[src/inc/diag_pkg.sv]
// Constants and types for the diagnostic register bank and front-panel status display.
// Assumes a single 200 MHz clock domain; all numbers of the block live here.
package diag_pkg;

	// ------------------------------------------------------------
	// Diagnostic identifiers and address handling
	// ------------------------------------------------------------
	localparam logic [7:0] ID_ERROR_FLAGS  = 8'h10; // Identifier 16.
	localparam logic [7:0] ID_ERROR_DETAIL = 8'h11; // Identifier 17.
	localparam logic [7:0] WORD_STEP       = 8'h02; // Registers sit one word below a base.
	localparam logic [7:0] ADDR_MAX        = 8'hfe; // Highest valid word address, 254.

	// ------------------------------------------------------------
	// Error flag bit positions
	// ------------------------------------------------------------
	localparam int BIT_PERIPH = 0;
	localparam int BIT_LOCAL  = 1;
	localparam int BIT_REMOTE = 2;
	localparam int BIT_CTRL   = 3;
	localparam int NUM_FAULTS = 4;

	// ------------------------------------------------------------
	// Area selector codes and display symbols
	// ------------------------------------------------------------
	localparam logic [3:0] AREA_P_IN  = 4'h0;
	localparam logic [3:0] AREA_P_OUT = 4'h1;
	localparam logic [3:0] AREA_Q_IN  = 4'h2;
	localparam logic [3:0] AREA_Q_OUT = 4'h3;
	localparam logic [15:0] SYM_DASH    = 16'h2d2d; // Two dashes.
	localparam logic [15:0] SYM_BADADDR = 16'h4164; // Two characters "Ad".
	localparam logic [15:0] RESET_WORD  = 16'h0000;

	typedef enum logic {START_AUTO, START_CONTROLLED} start_mode_e;

endpackage

[src/design/fault_latch.sv]
// Edge latch for one fault: sticky on a rising edge, cleared by a host command.
// Assumes its fault input is already synchronous to clk.
`timescale 1ns/1ps
module fault_latch (
	// Clock and reset
	input  wire logic clk,
	input  wire logic reset_n,
	// Fault in, clear in, held flag out
	input  wire logic faultIn,
	input  wire logic clearReq,
	output logic      held
);
	logic prev_q, prev_d, held_q, held_d;

	// A new rising edge beats a clear in the same cycle so no event is lost.
	always_comb begin
		prev_d = faultIn;
		held_d = held_q;
		if (clearReq)
			held_d = 1'b0;
		if (faultIn && !prev_q)
			held_d = 1'b1;
	end

	// Registers only.
	always_ff @(posedge clk or negedge reset_n) begin
		if (!reset_n) begin
			prev_q <= 1'b0;
			held_q <= 1'b0;
		end else begin
			prev_q <= prev_d;
			held_q <= held_d;
		end
	end

	assign held = held_q;
endmodule

[src/design/diag_register_status_display.sv]
// Diagnostic register bank and front-panel I/O status display.
// Assumes fault and switch inputs are asynchronous pins; the input-area read port and
// the window bases come from same-clock logic.
//
// Overview of operation
// - Two one-word diagnostic registers mirror panel lamps and numeric display.
// - Each flag bit marks one fault class; 1 means currently active, except the peripheral bit, which holds until cleared.
// - Detail register equals the value currently on the numeric display.
// - Automatic start: flag register sits at first window base minus two.
// - Automatic start: detail register sits at second window base minus two.
// - Controlled start: identifier 16 and 17 registers sit at assigned addresses.
// - Area selector 0..3 picks P inputs, P outputs, Q inputs, Q outputs.
// - Module address from switches valid only if even and 0 to 254.
// - Invalid address blanks the lamps and, with no fault active, shows the Ad symbol.
// - Valid selection shows the addressed data as a 16-bit lamp word.
// - Valid selection with no fault active shows a dash symbol on the numeric display.
// - Peripheral fault latches on rising edge until host clears it.
`timescale 1ns/1ps
module diag_register_status_display (
	// Clock and reset
	input  wire logic                  clk,
	input  wire logic                  reset_n,
	// Fault pins
	input  wire logic                  peripheral_module_fault,
	input  wire logic                  local_segment_fault,
	input  wire logic                  remote_segment_fault,
	input  wire logic                  controllerFault,
	input  wire logic                  clearFault,
	input  wire logic [15:0]           faultCode,
	// Start mode and address assignment
	input  wire diag_pkg::start_mode_e startMode,
	input  wire logic [7:0]            window1Base,
	input  wire logic [7:0]            window2Base,
	input  wire logic [7:0]            assignId,
	input  wire logic [7:0]            assignAddr,
	input  wire logic                  assignStrobe,
	// Controller input-area read port
	input  wire logic [7:0]            input_word_operand,
	output logic                       readHit,
	output logic [15:0]                readData,
	// Operator switches and module data view
	input  wire logic [3:0]            areaSwitch,
	input  wire logic [7:0]            addrSwitch,
	output logic [1:0]                 viewArea,
	output logic [7:0]                 viewAddr,
	input  wire logic [15:0]           viewData,
	input  wire logic                  viewOccupied,
	// Panel outputs
	output logic [15:0]                statusLamps,
	output logic [15:0]                numericDisplay,
	output logic [3:0]                 faultLamps
);
	import diag_pkg::*;

	// ------------------------------------------------------------
	// Pin synchronisers
	// ------------------------------------------------------------
	localparam int SYNC_W = NUM_FAULTS + 1 + 4 + 8;
	logic [SYNC_W-1:0] sync1_q, sync2_q, sync1_d, sync2_d;
	logic              periphS, localS, remoteS, ctrlS, clearS;
	logic [3:0]        areaS;
	logic [7:0]        addrS;

	// Stage one is read by stage two only.
	always_comb begin
		sync1_d = {peripheral_module_fault, local_segment_fault, remote_segment_fault,
			controllerFault, clearFault, areaSwitch, addrSwitch};
		sync2_d = sync1_q;
	end

	always_ff @(posedge clk or negedge reset_n) begin
		if (!reset_n) begin
			sync1_q <= '0;
			sync2_q <= '0;
		end else begin
			sync1_q <= sync1_d;
			sync2_q <= sync2_d;
		end
	end

	assign {periphS, localS, remoteS, ctrlS, clearS, areaS, addrS} = sync2_q;

	// ------------------------------------------------------------
	// Fault flags
	// ------------------------------------------------------------
	logic periphHeld;
	logic clearPrev_q, clearPrev_d, clearPulse;

	// The clear pin acts once per press, not for as long as it is held.
	always_comb clearPrev_d = clearS;
	assign clearPulse = clearS && !clearPrev_q;

	fault_latch periphLatch (
		.clk     (clk),
		.reset_n (reset_n),
		.faultIn (periphS),
		.clearReq(clearPulse),
		.held    (periphHeld)
	);

	// Bus faults are live levels; only the peripheral fault is sticky.
	logic [15:0] flagsWord;
	always_comb begin
		flagsWord = RESET_WORD;
		flagsWord[BIT_PERIPH] = periphHeld;
		flagsWord[BIT_LOCAL]  = localS;
		flagsWord[BIT_REMOTE] = remoteS;
		flagsWord[BIT_CTRL]   = ctrlS;
	end

	// ------------------------------------------------------------
	// Front-panel selection
	// ------------------------------------------------------------
	logic addrValid, areaLegal, anyFault;
	logic [15:0] lamps_q, lamps_d, disp_q, disp_d;

	// Odd or unoccupied addresses are refused; 254 is the top even code anyway.
	assign addrValid = !addrS[0] && (addrS <= ADDR_MAX) && viewOccupied;
	// Forbidden area codes are not decoded; the lamps go blank and, with no fault active, the display shows the Ad symbol.
	assign areaLegal = (areaS <= AREA_Q_OUT);
	assign viewArea  = areaS[1:0];
	assign viewAddr  = addrS;

	// Any active flag bit hands the numeric display over to the fault code.
	assign anyFault = |flagsWord[NUM_FAULTS-1:0];

	// Active faults take the numeric display; otherwise it shows selection state.
	// The lamps keep showing a valid selection during a fault, so the operator
	// can still watch module data while the display carries the fault detail.
	always_comb begin
		lamps_d = RESET_WORD;
		if (addrValid && areaLegal)
			lamps_d = viewData;
		if (anyFault) begin
			disp_d = faultCode;
		end else if (!addrValid || !areaLegal) begin
			disp_d = SYM_BADADDR;
		end else begin
			disp_d = SYM_DASH;
		end
	end

	// ------------------------------------------------------------
	// Register placement
	// ------------------------------------------------------------
	logic [7:0] flagsAddr_q, flagsAddr_d, detailAddr_q, detailAddr_d;
	logic       flagsMapped_q, flagsMapped_d, detailMapped_q, detailMapped_d;

	// Controlled start keeps the last address paired with each identifier.
	always_comb begin
		flagsAddr_d    = flagsAddr_q;
		detailAddr_d   = detailAddr_q;
		flagsMapped_d  = flagsMapped_q;
		detailMapped_d = detailMapped_q;
		if (assignStrobe && assignId == ID_ERROR_FLAGS) begin
			flagsAddr_d   = assignAddr;
			flagsMapped_d = 1'b1;
		end
		if (assignStrobe && assignId == ID_ERROR_DETAIL) begin
			detailAddr_d   = assignAddr;
			detailMapped_d = 1'b1;
		end
	end

	always_ff @(posedge clk or negedge reset_n) begin
		if (!reset_n) begin
			clearPrev_q    <= 1'b0;
			lamps_q        <= RESET_WORD;
			disp_q         <= RESET_WORD;
			flagsAddr_q    <= '0;
			detailAddr_q   <= '0;
			flagsMapped_q  <= 1'b0;
			detailMapped_q <= 1'b0;
		end else begin
			clearPrev_q    <= clearPrev_d;
			lamps_q        <= lamps_d;
			disp_q         <= disp_d;
			flagsAddr_q    <= flagsAddr_d;
			detailAddr_q   <= detailAddr_d;
			flagsMapped_q  <= flagsMapped_d;
			detailMapped_q <= detailMapped_d;
		end
	end

	// ------------------------------------------------------------
	// Read-only input-area port
	// ------------------------------------------------------------
	logic       hitFlags, hitDetail;
	logic [7:0] autoFlags, autoDetail;

	assign autoFlags  = window1Base - WORD_STEP;
	assign autoDetail = window2Base - WORD_STEP;

	always_comb begin
		if (startMode == START_AUTO) begin
			hitFlags  = (input_word_operand == autoFlags);
			hitDetail = (input_word_operand == autoDetail);
		end else begin
			hitFlags  = flagsMapped_q && (input_word_operand == flagsAddr_q);
			hitDetail = detailMapped_q && (input_word_operand == detailAddr_q);
		end
	end

	// No write path exists; contents track the panel every cycle.
	assign readHit  = hitFlags || hitDetail;
	assign readData = hitFlags ? flagsWord : (hitDetail ? disp_q : RESET_WORD);

	assign statusLamps    = lamps_q;
	assign numericDisplay = disp_q;
	assign faultLamps     = flagsWord[NUM_FAULTS-1:0];

	// ------------------------------------------------------------
	// Checks
	// ------------------------------------------------------------
	a_odd_addr_flag: assert property (@(posedge clk) disable iff (!reset_n)
		(addrS[0] && !anyFault) |=> (disp_q == SYM_BADADDR))
		else $error("Odd address did not show the invalid symbol.");
	a_valid_dash: assert property (@(posedge clk) disable iff (!reset_n)
		(addrValid && areaLegal && !anyFault) |=> (disp_q == SYM_DASH))
		else $error("Valid address did not show the dash.");
	a_lamps_data: assert property (@(posedge clk) disable iff (!reset_n)
		(addrValid && areaLegal) |=> (lamps_q == $past(viewData)))
		else $error("Status lamps do not carry the selected word.");
	a_auto_flags_map: assert property (@(posedge clk) disable iff (!reset_n)
		(startMode == START_AUTO && input_word_operand == window1Base - WORD_STEP)
		|-> (readHit && readData == flagsWord))
		else $error("Flag register not at first base minus two.");
	a_auto_detail_map: assert property (@(posedge clk) disable iff (!reset_n)
		(startMode == START_AUTO && input_word_operand == window2Base - WORD_STEP
		&& input_word_operand != window1Base - WORD_STEP) |-> (readData == disp_q))
		else $error("Detail register not at second base minus two.");
	a_ctrl_id_map: assert property (@(posedge clk) disable iff (!reset_n)
		(assignStrobe && assignId == ID_ERROR_FLAGS && startMode == START_CONTROLLED)
		##1 (input_word_operand == $past(assignAddr) && startMode == START_CONTROLLED)
		|-> readHit)
		else $error("Assigned flag address does not answer.");
	a_periph_sticky: assert property (@(posedge clk) disable iff (!reset_n)
		(periphHeld && !clearPulse) |=> periphHeld)
		else $error("Peripheral fault dropped without a clear.");
	a_fault_flag_live: assert property (@(posedge clk) disable iff (!reset_n)
		(hitFlags && $past(reset_n, 2))
		|-> (readData[BIT_LOCAL] == $past(local_segment_fault, 2)))
		else $error("Local fault bit does not follow its pin.");
	a_detail_mirror: assert property (@(posedge clk) disable iff (!reset_n)
		anyFault |=> (disp_q == $past(faultCode)))
		else $error("Numeric display does not carry the fault code.");
endmodule

[config.mk]
export PLATFORM = sky130hd
export DESIGN_NAME = diag_register_status_display
export DESIGN_NICKNAME = d
export VERILOG_FILES = /design/src/inc/diag_pkg.sv /design/src/design/fault_latch.sv /design/src/design/diag_register_status_display.sv
export SDC_FILE = /design/constraint.sdc
export NUM_CORES = 1
export LEC_CHECK = 0
export BUFFER_PORTS_ARGS = -buffer_cell sky130_fd_sc_hd__buf_2
export CAP_MARGIN = 20
export CORE_AREA = 2 2 110 101
export DETAILED_ROUTE_END_ITERATION = 8
export DIE_AREA = 0 0 112 103
export GPL_ROUTABILITY_DRIVEN = 0
export MAX_ROUTING_LAYER = met4
export PLACE_DENSITY = 0.61
export SKIP_LAST_GASP = 1
export SLEW_MARGIN = 5
export SYNTH_ARGS = -nofsm -noshare
export SYNTH_HDL_FRONTEND = slang
export SYNTH_HIERARCHICAL = 1
export SYNTH_SLANG_ARGS = --single-unit
export TNS_END_PERCENT = 5
[constraint.sdc]
create_clock -name clk -period 3.4 [get_ports clk]
set_clock_uncertainty 0.05 [all_clocks]
set_input_delay 0.17 -clock clk [delete_from_list [all_inputs] [get_ports clk]]
set_output_delay 0.17 -clock clk [all_outputs]
set_load 0.03 [all_outputs]
==> flow_metrics.env, run 1 <==
export IMPL_power_frac_clock_pct=40.1
export IMPL_synth_edf_count=0
export IMPL_fillCellCount=924
export IMPL_dpl_cell_area_sq_um=4410
export IMPL_dr_total_vias=2764
export IMPL_cp_max_fo=12
export IMPL_async_flop_share_pct=100
export IMPL_synth_nets=379
export IMPL_fp_dieH_um=103
export IMPL_slowest_delay_ps=630
export IMPL_path_class="in2out"
export IMPL_ys_seq_area_share_pct=60.9
export IMPL_wl_met3_um=441
export IMPL_track_usage_pct=14.8
export IMPL_ctsResizeCount=0
export IMPL_synth_seq_cells=87
export IMPL_wl_met1_mm=3.72
export IMPL_drt_iter0_markers=69
export IMPL_numCtsBuffers=9
export IMPL_fin_crit_ps=2960
export IMPL_final_setup_tns_ps=0
export IMPL_gr_total_overflow=0
export IMPL_min_delay_start="assignAddr[1]"
export IMPL_power_leakage_uw=0.00268
export IMPL_grt_pass1_wl_mm=13.0
export IMPL_setup_viol_count_final=0
export IMPL_grt_pass1_vias=2800
export IMPL_critPathArrivalTime_ps=2740
export IMPL_crit_slowest_cell="a21oi_1"
export IMPL_drtPass1Iterations=6
export IMPL_synthFlopType="dfrtp_1"
export IMPL_powerDensity_nw_per_um2=453
export IMPL_syn_avg_cell_area_sq_um=12.6
export IMPL_swShare_pct=26.0
export IMPL_clkSlewWorstSetupHoldPaths_ps=60
export IMPL_clock_sinks=87
export IMPL_ys_types=41
export IMPL_drcViolationCount=0
export IMPL_clock_path_buffers=2
export IMPL_worstSkewPairLatency_ps=330
export IMPL_yosysWarnings=6
export IMPL_hpwl_mm=5.95
export IMPL_final_hold_viol_count=0
export IMPL_ir_drop_mv=0.247
export IMPL_antenna_cells=0
export IMPL_dieArea_sq_um=11500
export IMPL_drive_above_1_share_pct=40.7
export IMPL_syn_to_final_growth_pct=46.3
export IMPL_wl_per_cell_um=13.6
export IMPL_drv_cap=0
export IMPL_rows=36
export IMPL_htreeDepth=3
export IMPL_drv_slew=0
export IMPL_layout_area_seq_sq_um=2180
export IMPL_worstSetupStartpointType="input pin"
export IMPL_worstMarginPinSlew_ps=785
export IMPL_hold_depth=2
export IMPL_rr_startpoint="sync2_q[0]$_DFF_PN0_"
export IMPL_coreArea_sq_um=10500
export IMPL_min_to="detailAddr_q[1]$_DFFE_PN0P_"
export IMPL_hold_path_class="in2reg"
export IMPL_cp_end_kind="primary output"
export IMPL_fin_area_sq_um=5230
export IMPL_antenna_found_initial=0
export IMPL_r2r_setup_slack_ps=1790
export IMPL_wl_met2_mm=4.19
export IMPL_rsz0062_at_grt="no"
export IMPL_nNetsFinal=578
export IMPL_ant_nets=0
export IMPL_syn_area_sq_um=3570
export IMPL_comb_power_share_pct=13.2
export IMPL_syn_inst=283
export IMPL_relSlewSlack_pct=47.5
export IMPL_multi_input_area_sq_um=1230
export IMPL_pin_count=157
export IMPL_dr_max_layer_used="met4"
export IMPL_run_status="finished clean"
export IMPL_crit_path_cell_trace="buf_2 > inv_1 > ha_1 > or3b_1 > nor3_1 > xnor2_1 > or4_4 > a21oi_1 > and2_1 > buf_2"
export IMPL_die_x_um=112
export IMPL_routed_wl_mm=8.44
export IMPL_timing_rr_end="numericDisplay[14]$_DFF_PN0_"
export IMPL_worstPathRequired_ps=3180
export IMPL_power_frac_seq_pct=46.8
export IMPL_worst_r2r_path_depth=4
export IMPL_final_util_pct=49.6
export IMPL_holdWs_ps=39.2
export IMPL_period_share_pct=86.9
export IMPL_post_cts_setup_buffers=0
export IMPL_path_common_cell="buf_2"
export IMPL_grt_max_degree=88
export IMPL_max_freq_ghz=0.338
export IMPL_p_int_uw=1750
export IMPL_p_sw_uw=614
export IMPL_start_util_pct=33.9
export IMPL_portBuffers=156
export IMPL_cts_root_buf="clkbuf_16"
export IMPL_avgViaCountPerCell=4.46
export IMPL_cts_tree="done"
layout make-up:
class / instances / share of cell area [%]
inverter: 11 / 0.790
tap: 133 / 3.18
clock buffer: 9 / 4.31
sequential: 87 / 41.7
timing repair buffer: 208 / 25.2
clock inverter: 7 / 1.29
multi-input combinational: 165 / 23.5
cells by family (layout without fill, tap and decap cells):
logic type,count (synthesis),count (layout),synth area share (%)
simple gates,93,93,15.6
flops,87,87,60.9
xor+xnor,33,33,8.09
buf+inv,31,235,4.80
compound gates,21,21,4.83
mux,16,16,5.04
fa+ha+maj,2,2,0.700
worst max-delay path, delay by kind of cell:
| kind | cells | cell delay, ps |
|---|---|---|
| and+or+nand+nor | 4 | 1290 |
| buffers and inverters | 3 | 360 |
| adders and majority gates | 1 | 180 |
| AOI/OAI and AO/OA | 1 | 630 |
| xor gates and xnor gates | 1 | 100 |
how the worst max path moves through the flow:
stage	from	end	slack, ps
detailed placement	window2Base[1]	readData[5]	440
finish	window2Base[1]	readData[5]	440
global placement	window2Base[1]	readData[4]	570
CTS	window2Base[1]	readData[5]	420
floorplan	window2Base[1]	readData[0]	450
global route	window2Base[1]	readData[5]	240
registers in the layout, indices dropped and copies added, names as in the netlist:
register            count
clearPrev_q             1
detailMapped_q          1
flagsAddr_q             8
sync2_q                17
flagsMapped_q           1
periphLatch/held        1
detailAddr_q            8
statusLamps            16
numericDisplay         16
periphLatch/prev_q      1
sync1_q                17
cells in the mapped netlist (5+ instances only):
cell type,number,share of area [%]
nand2_1,9,0.95
xnor2_1,20,4.9
buf_4,14,2.9
nor3_1,5,0.70
nand2b_1,10,1.8
nor2_1,6,0.63
and2_1,36,6.3
xor2_1,13,3.2
a21o_1,6,1.3
dfrtp_1,87,61
mux2_2,16,5.0
nor4_1,8,1.4
inv_1,11,1.2
placed cells by master, fill, tap and decap left out, types with 2 or more instances in the layout:
cell / instances
nand2_1: 9
and2_1: 36
xor2_1: 13
dfrtp_1: 87
a31o_1: 2
xnor2_1: 20
clkbuf_16: 9
inv_1: 11
inv_8: 3
and3_1: 2
inv_6: 3
or4_4: 2
buf_2: 155
dlygate4sd3_1: 50
buf_4: 2
mux2_2: 16
nor3_1: 5
a21o_1: 6
a21oi_1: 2
nor4_1: 8
nand2b_1: 10
a31oi_1: 2
o41ai_1: 2
nor2_1: 6
ha_1: 2
nand3_1: 4
per-layer routing:
metal  track usage, %  vias up
met5                -        -
met1             18.4     1319
met4             4.13        0
met3             3.47       10
met2             24.7       98
li1                 -     1337
power by group through the flow:
stage               Clock [uW]  Combinational, uW  Sequential [uW]
floorplan                    0                120             1150
global placement             0                259             1120
detailed placement           0                263             1130
CTS                        987                308             1110
global route              1020                340             1110
finish                     947                311             1110
what timing repair did:
item | 4_1_cts | 5_1_grt
setup endpoints to repair | 0 | 0
hold buffers | 49 | 1
hold endpoints to repair | 49 | 37
per-stage QoR:
stage,total power [uW],cells,worst slack (ps)
2_1_floorplan,1270,283,449
3_3_place_gp,1380,553,572
3_5_place_dp,1390,553,436
4_1_cts,2400,618,423
5_1_grt,2480,620,244
6_report,2370,620,444
(Power assumes the default switching activity.)
==> inputs of run 2 (changes only) <==
ABC_AREA = 1   (was unset)
CORE_AREA = 2 2 113 104   (was 2 2 110 101)
DIE_AREA = 0 0 115 106   (was 0 0 112 103)
PLACE_DENSITY = 0.6   (was 0.61)
==> run 2 against run 1 <==
Cell count is 26% higher. First-iteration DRC count grew to 2.6 times the previous value. Sequential cell count stayed put. Critical path type is now reg2out. Critical endpoint is now readData[11]. Largest cell class unchanged.
==> flow_metrics.env, run 2 <==
export IMPL_antenna_found_initial=1
export IMPL_yosysTopAreaCell="dfrtp_1"
export IMPL_synth_nets=537
export IMPL_hold_path_class="in2reg"
export IMPL_ant_nets=0
export IMPL_worstPathRequired_ps=3180
export IMPL_grt_pass1_vias=3346
export IMPL_wl_per_cell_um=11.8
export IMPL_clock_path_buffers=2
export IMPL_synth_seq_cells=87
export IMPL_relSlewSlack_pct=60.9
export IMPL_crit_slowest_cell="dfrtp_1"
export IMPL_path_class="reg2out"
export IMPL_synth_area_leaders="dfrtp_1 (58%), nand2_1 (12%), inv_1 (7.0%)"
export IMPL_ir_drop_mv=0.329
export IMPL_yosysMostFrequentCell="nand2_1"
export IMPL_drive_above_1_share_pct=28.7
export IMPL_syn_avg_cell_area_sq_um=8.53
export IMPL_async_flop_share_pct=100
export IMPL_rsz0062_at_grt="no"
export IMPL_dr_total_vias=3384
export IMPL_coreArea_sq_um=11100
export IMPL_fp_dieH_um=106
export IMPL_power_leakage_uw=0.00309
export IMPL_yosys_area_top_type_share_pct=57.9
export IMPL_final_setup_tns_ps=0
export IMPL_ys_top_cells_by_count="nand2_1 (123), dfrtp_1 (87), inv_1 (70), nor2_1 (61), o21ai_0 (22)"
export IMPL_routed_wl_mm=9.20
export IMPL_slowest_delay_ps=400
export IMPL_cts_tree="done"
export IMPL_fin_crit_ps=2070
export IMPL_clkSlewWorstSetupHoldPaths_ps=60
export IMPL_portBuffers=156
export IMPL_avgViaCountPerCell=4.34
export IMPL_pin_count=157
export IMPL_period_share_pct=60.9
export IMPL_nNetsFinal=733
export IMPL_grt_max_degree=88
export IMPL_ys_types=27
export IMPL_cp_max_fo=13
export IMPL_drv_cap=0
export IMPL_drcViolationCount=0
export IMPL_powerDensity_nw_per_um2=448
export IMPL_cp_end_kind="primary output"
export IMPL_final_common_cell="buf_2"
export IMPL_synthFlopType="dfrtp_1"
export IMPL_gr_total_overflow=0
export IMPL_rows=37
export IMPL_grt_pass1_wl_mm=15.1
export IMPL_clock_sinks=87
export IMPL_drt_iter0_markers=178
export IMPL_final_hold_viol_count=0
export IMPL_hpwl_mm=6.69
export IMPL_numCtsBuffers=9
export IMPL_worstMarginPinSlew_ps=585
export IMPL_track_usage_pct=16.0
export IMPL_dieArea_sq_um=12200
export IMPL_htreeDepth=3
export IMPL_crit_path_cell_trace="o21ai_0 > nor2_1 > nand2_1 > nor3_1 > nand2_1 > nand2_4 > inv_2 > nand2_1 > nor2_1 > buf_2"
export IMPL_critPathArrivalTime_ps=1850
export IMPL_worstSetupStartpointType="flop"
export IMPL_design_power_total_uw=2420
export IMPL_yosysWarnings=6
export IMPL_layout_common_cells="buf_2 (155), nand2_1 (123), dfrtp_1 (87)"
export IMPL_ys_seq_area_share_pct=57.9
export IMPL_die_x_um=115
export IMPL_max_freq_ghz=0.483
export IMPL_syn_area_sq_um=3760
export IMPL_drtPass1Iterations=4
export IMPL_path_common_cell="nand2_1"
export IMPL_setup_viol_count_final=0
export IMPL_start_util_pct=33.9
export IMPL_cts_root_buf="clkbuf_16"
export IMPL_synth_edf_count=0
export IMPL_syn_inst=441
export IMPL_syn_to_final_growth_pct=43.5
export IMPL_drv_slew=0
export IMPL_worstSkewPairLatency_ps=330
export IMPL_run_status="finished clean"
export IMPL_top_regs="sync1_q x17, sync2_q x17"
export IMPL_post_cts_setup_buffers=0
[run 2: where the power goes]
| part | total (uW) | leakage [uW] | internal, uW | switching (uW) |
|---|---|---|---|---|
| logic | 327 | 0.00186 | 141 | 186 |
| clock network | 984 | 0.000148 | 578 | 406 |
| registers | 1110 | 0.00108 | 1080 | 24.5 |
[run 2: final cells by class]
cell class / count / area [sq um]
Antenna cell: 1 / 2.50
Clock buffer: 9 / 225
Clock inverter: 7 / 80.1
Fill cell: 1053 / 5710
Inverter: 73 / 274
Multi-Input combinational cell: 260 / 1170
Sequential cell: 87 / 2180
Tap cell: 136 / 170
Timing Repair Buffer: 206 / 1300
[run 2: metal layers]
layer | vias to the layer above | routed length [um] | GRT usage (%) | share of wire [%]
met3 | 6 | 604 | 4.73 | 6.6
li1 | 1706 | - | - | -
met2 | 103 | 4490 | 26.0 | 49
met4 | 0 | 38 | 3.27 | 0.41
met5 | - | 0 | - | 0
met1 | 1569 | 4070 | 19.8 | 44
[run 2: final timing paths]
| kind | startpoint | endpoint | slack, ps | cells past startpoint |
|---|---|---|---|---|
| worst max-delay path | flagsAddr_q[3]$_DFFE_PN0P_ | readData[11] | 1330 | 10 |
| worst min-delay path | faultCode[0] | numericDisplay[0]$_DFF_PN0_ | 5 | 3 |
| worst max register to register | sync2_q[0]$_DFF_PN0_ | numericDisplay[14]$_DFF_PN0_ | 1720 | 4 |
| worst min register to register | sync1_q[10]$_DFF_PN0_ | sync2_q[10]$_DFF_PN0_ | 300 | 0 |
| max in group asynchronous | reset_n | numericDisplay[15]$_DFF_PN0_ | 2520 | 3 |
| min in group asynchronous | reset_n | sync1_q[4]$_DFF_PN0_ | 200 | 2 |
[run 2: cells by family after synthesis]
group	Yosys count	share of synthesized area (%)
adder cells (fa/ha/maj)	2	0.665
AO/OA/AOI/OAI	28	3.83
XOR/XNOR	11	2.56
AND/OR/NAND/NOR	219	23.9
buffers and inverters	94	11.2
flip-flops	87	57.9
[run 2: worst max-delay path, delay by kind of cell (launching register included)]
kind | cells | cell delay [ps]
AO/OA/AOI/OAI | 1 | 180
flip-flops | 1 | 400
AND/OR/NAND/NOR | 7 | 540
buffers and inverters | 2 | 400
[run 2: what timing repair did]
item / CTS / global route
endpoints found under the hold margin: 47 / 18
hold buffers: 47 / 1
resized for setup: 0 / 0
[run 2: stage by stage]
stage	area, sq um	cells	setup WS (ps)	hold slack [ps]	util (%)
after floorplan	3760	441	1500	-176	-
after global placement	4580	713	1450	229	41.2
after detailed placement	4580	713	1390	229	41.2
after CTS	5360	776	1300	0.874	48.2
after global routing	5400	779	1080	0.206	48.6
final	5400	779	1330	5.20	48.6
==> inputs of run 3 (changes only) <==
PLACE_DENSITY = 0.63   (was 0.6)
clock period = 1.85 ns   (was 3.4 ns; I/O delays follow)
==> run 3 against run 2 <==
Largest cell class unchanged. Cell area grew 5.4%. Critical path type unchanged. Cell count grew 2.1%. Non-clock buffer count grew 16. Sequential power grew 83%. The run now ends with setup timing left. Critical path depth is the same. Global-route usage grew 0.72 points.
==> flow_metrics.env, run 3 (synthesis results as in run 2) <==
export IMPL_critPathArrivalTime_ps=1810
export IMPL_cts_tree="done"
export IMPL_setup_viol_count_final=17
export IMPL_rsz0062_at_grt="yes"
export IMPL_final_util_pct=51.2
export IMPL_period_share_pct=106
export IMPL_final_hold_viol_count=0
export IMPL_worstSkewPairLatency_ps=330
export IMPL_worst_r2r_path_depth=4
export IMPL_syn_to_final_growth_pct=51.2
export IMPL_fp_dieH_um=106
export IMPL_dieArea_sq_um=12200
export IMPL_placed_cells=719
export IMPL_final_common_cell="buf_2"
export IMPL_cts_root_buf="clkbuf_16"
export IMPL_drtPass1Iterations=4
export IMPL_htreeDepth=3
export IMPL_drv_cap=0
export IMPL_worstMarginPinSlew_ps=473
export IMPL_hpwl_mm=6.69
export IMPL_powerDensity_nw_per_um2=836
export IMPL_grt_pass1_vias=3554
export IMPL_track_usage_pct=16.7
export IMPL_fin_crit_ps=1950
export IMPL_power_leakage_uw=0.00319
export IMPL_relSlewSlack_pct=68.2
export IMPL_avgViaCountPerCell=4.35
export IMPL_gr_total_overflow=0
export IMPL_dpl_cell_area_sq_um=4650
export IMPL_grt_pass1_wl_mm=15.8
export IMPL_drt_iter0_markers=184
export IMPL_failed_checks="setup timing"
export IMPL_drcViolationCount=0
export IMPL_hold_depth=3
export IMPL_top_regs="sync1_q x17, sync2_q x17"
export IMPL_path_class="reg2out"
export IMPL_ir_drop_mv=0.691
export IMPL_clock_path_buffers=2
export IMPL_clkSlewWorstSetupHoldPaths_ps=60
export IMPL_worstPathRequired_ps=1710
export IMPL_finalNonFillerCells=795
export IMPL_ant_nets=0
export IMPL_r2r_setup_slack_ps=400
export IMPL_pin_count=157
export IMPL_rows=37
export IMPL_antenna_found_initial=0
export IMPL_clock_sinks=87
export IMPL_worst_slack_ps=-104
export IMPL_nNetsFinal=750
export IMPL_die_x_um=115
export IMPL_cp_max_fo=13
export IMPL_start_util_pct=33.9
export IMPL_worstSetupStartpointType="flop"
export IMPL_drv_slew=0
export IMPL_timing_rr_end="numericDisplay[11]$_DFF_PN0_"
export IMPL_hold_path_class="in2reg"
export IMPL_grt_max_degree=58
export IMPL_wl_per_cell_um=12.4
export IMPL_antenna_cells=0
export IMPL_dp_slack_ps=-46.9
export IMPL_min_to="detailAddr_q[4]$_DFFE_PN0P_"
export IMPL_portBuffers=156
export IMPL_drive_above_1_share_pct=31.0
export IMPL_max_freq_ghz=0.512
export IMPL_fin_area_sq_um=5690
export IMPL_layout_common_cells="buf_2 (142), nand2_1 (118), dfrtp_1 (87)"
export IMPL_numCtsBuffers=9
export IMPL_routed_wl_mm=9.82
export IMPL_coreArea_sq_um=11100
export IMPL_run_status="finished with violations"
export IMPL_cp_end_kind="primary output"
export IMPL_min_delay_start="assignAddr[4]"
export IMPL_rr_startpoint="sync2_q[13]$_DFF_PN0_"
export IMPL_dr_total_vias=3461
-- run 3: what timing repair did --
item,4_1_cts,5_1_grt
endpoints found under the hold margin,92,0
gates cloned,0,1
pin swaps,1,8
setup endpoints to repair,17,17
hold buffers,57,0
buffers inserted,0,2
resized for setup,10,31
-- run 3: how the worst max path moves through the flow --
stage	end	startpoint	slack (ps)	depth (start not counted)
global placement	readData[4]	window1Base[2]	-10	16
CTS	readData[4]	flagsAddr_q[0]$_DFFE_PN0P_	-90	11
detailed placement	readData[4]	window1Base[1]	-50	16
floorplan	readData[10]	window2Base[1]	100	13
finish	readData[11]	flagsAddr_q[5]$_DFFE_PN0P_	-100	10
global route	readData[10]	flagsAddr_q[5]$_DFFE_PN0P_	-240	10
-- run 3: where the power goes --
part	switching [uW]	internal [uW]	total (uW)	leakage [uW]
Clock	752	1340	2090	0.000168
Sequential	44.6	1990	2030	0.00108
Combinational	354	278	633	0.00194
Total	1150	3600	4750	0.00319
-- run 3: worst max-delay path, stage by stage (launching register included) --
cell	delay [ps]
dfrtp_1	400
o21ai_0	190
nor2_1	60
nand2_1	90
nor3_2	50
nand2_2	120
nand2_4	100
inv_6	120
nand2_1	60
nor2_1	90
buf_2	200
-- run 3: cell type report --
| type | count | area (sq um) |
|---|---|---|
| Fill cell | 994 | 5430 |
| Sequential cell | 87 | 2180 |
| Timing Repair Buffer | 222 | 1490 |
| Multi-Input combinational cell | 261 | 1210 |
| Inverter | 73 | 284 |
| Clock buffer | 9 | 225 |
| Tap cell | 136 | 170 |
| Clock inverter | 7 | 126 |
-- run 3: routing by layer --
layer / up-vias / GRT usage, % / share of wire (%)
met2: 106 / 26.8 / 49
met3: 22 / 3.25 / 5.3
met4: 0 / 7.57 / 2.9
met1: 1600 / 20.4 / 43
li1: 1733 / - / -
met5: - / - / 0
-- run 3: stage by stage --
step	setup TNS [ps]	total power [uW]	hold slack, ps
after CTS	-1350	4790	5.71
after global routing	-3520	4970	30.5
after floorplan	0	2360	-253
after global placement	-30.5	2580	-5.31
after detailed placement	-129	2590	2.44
final	-1140	4750	21.9
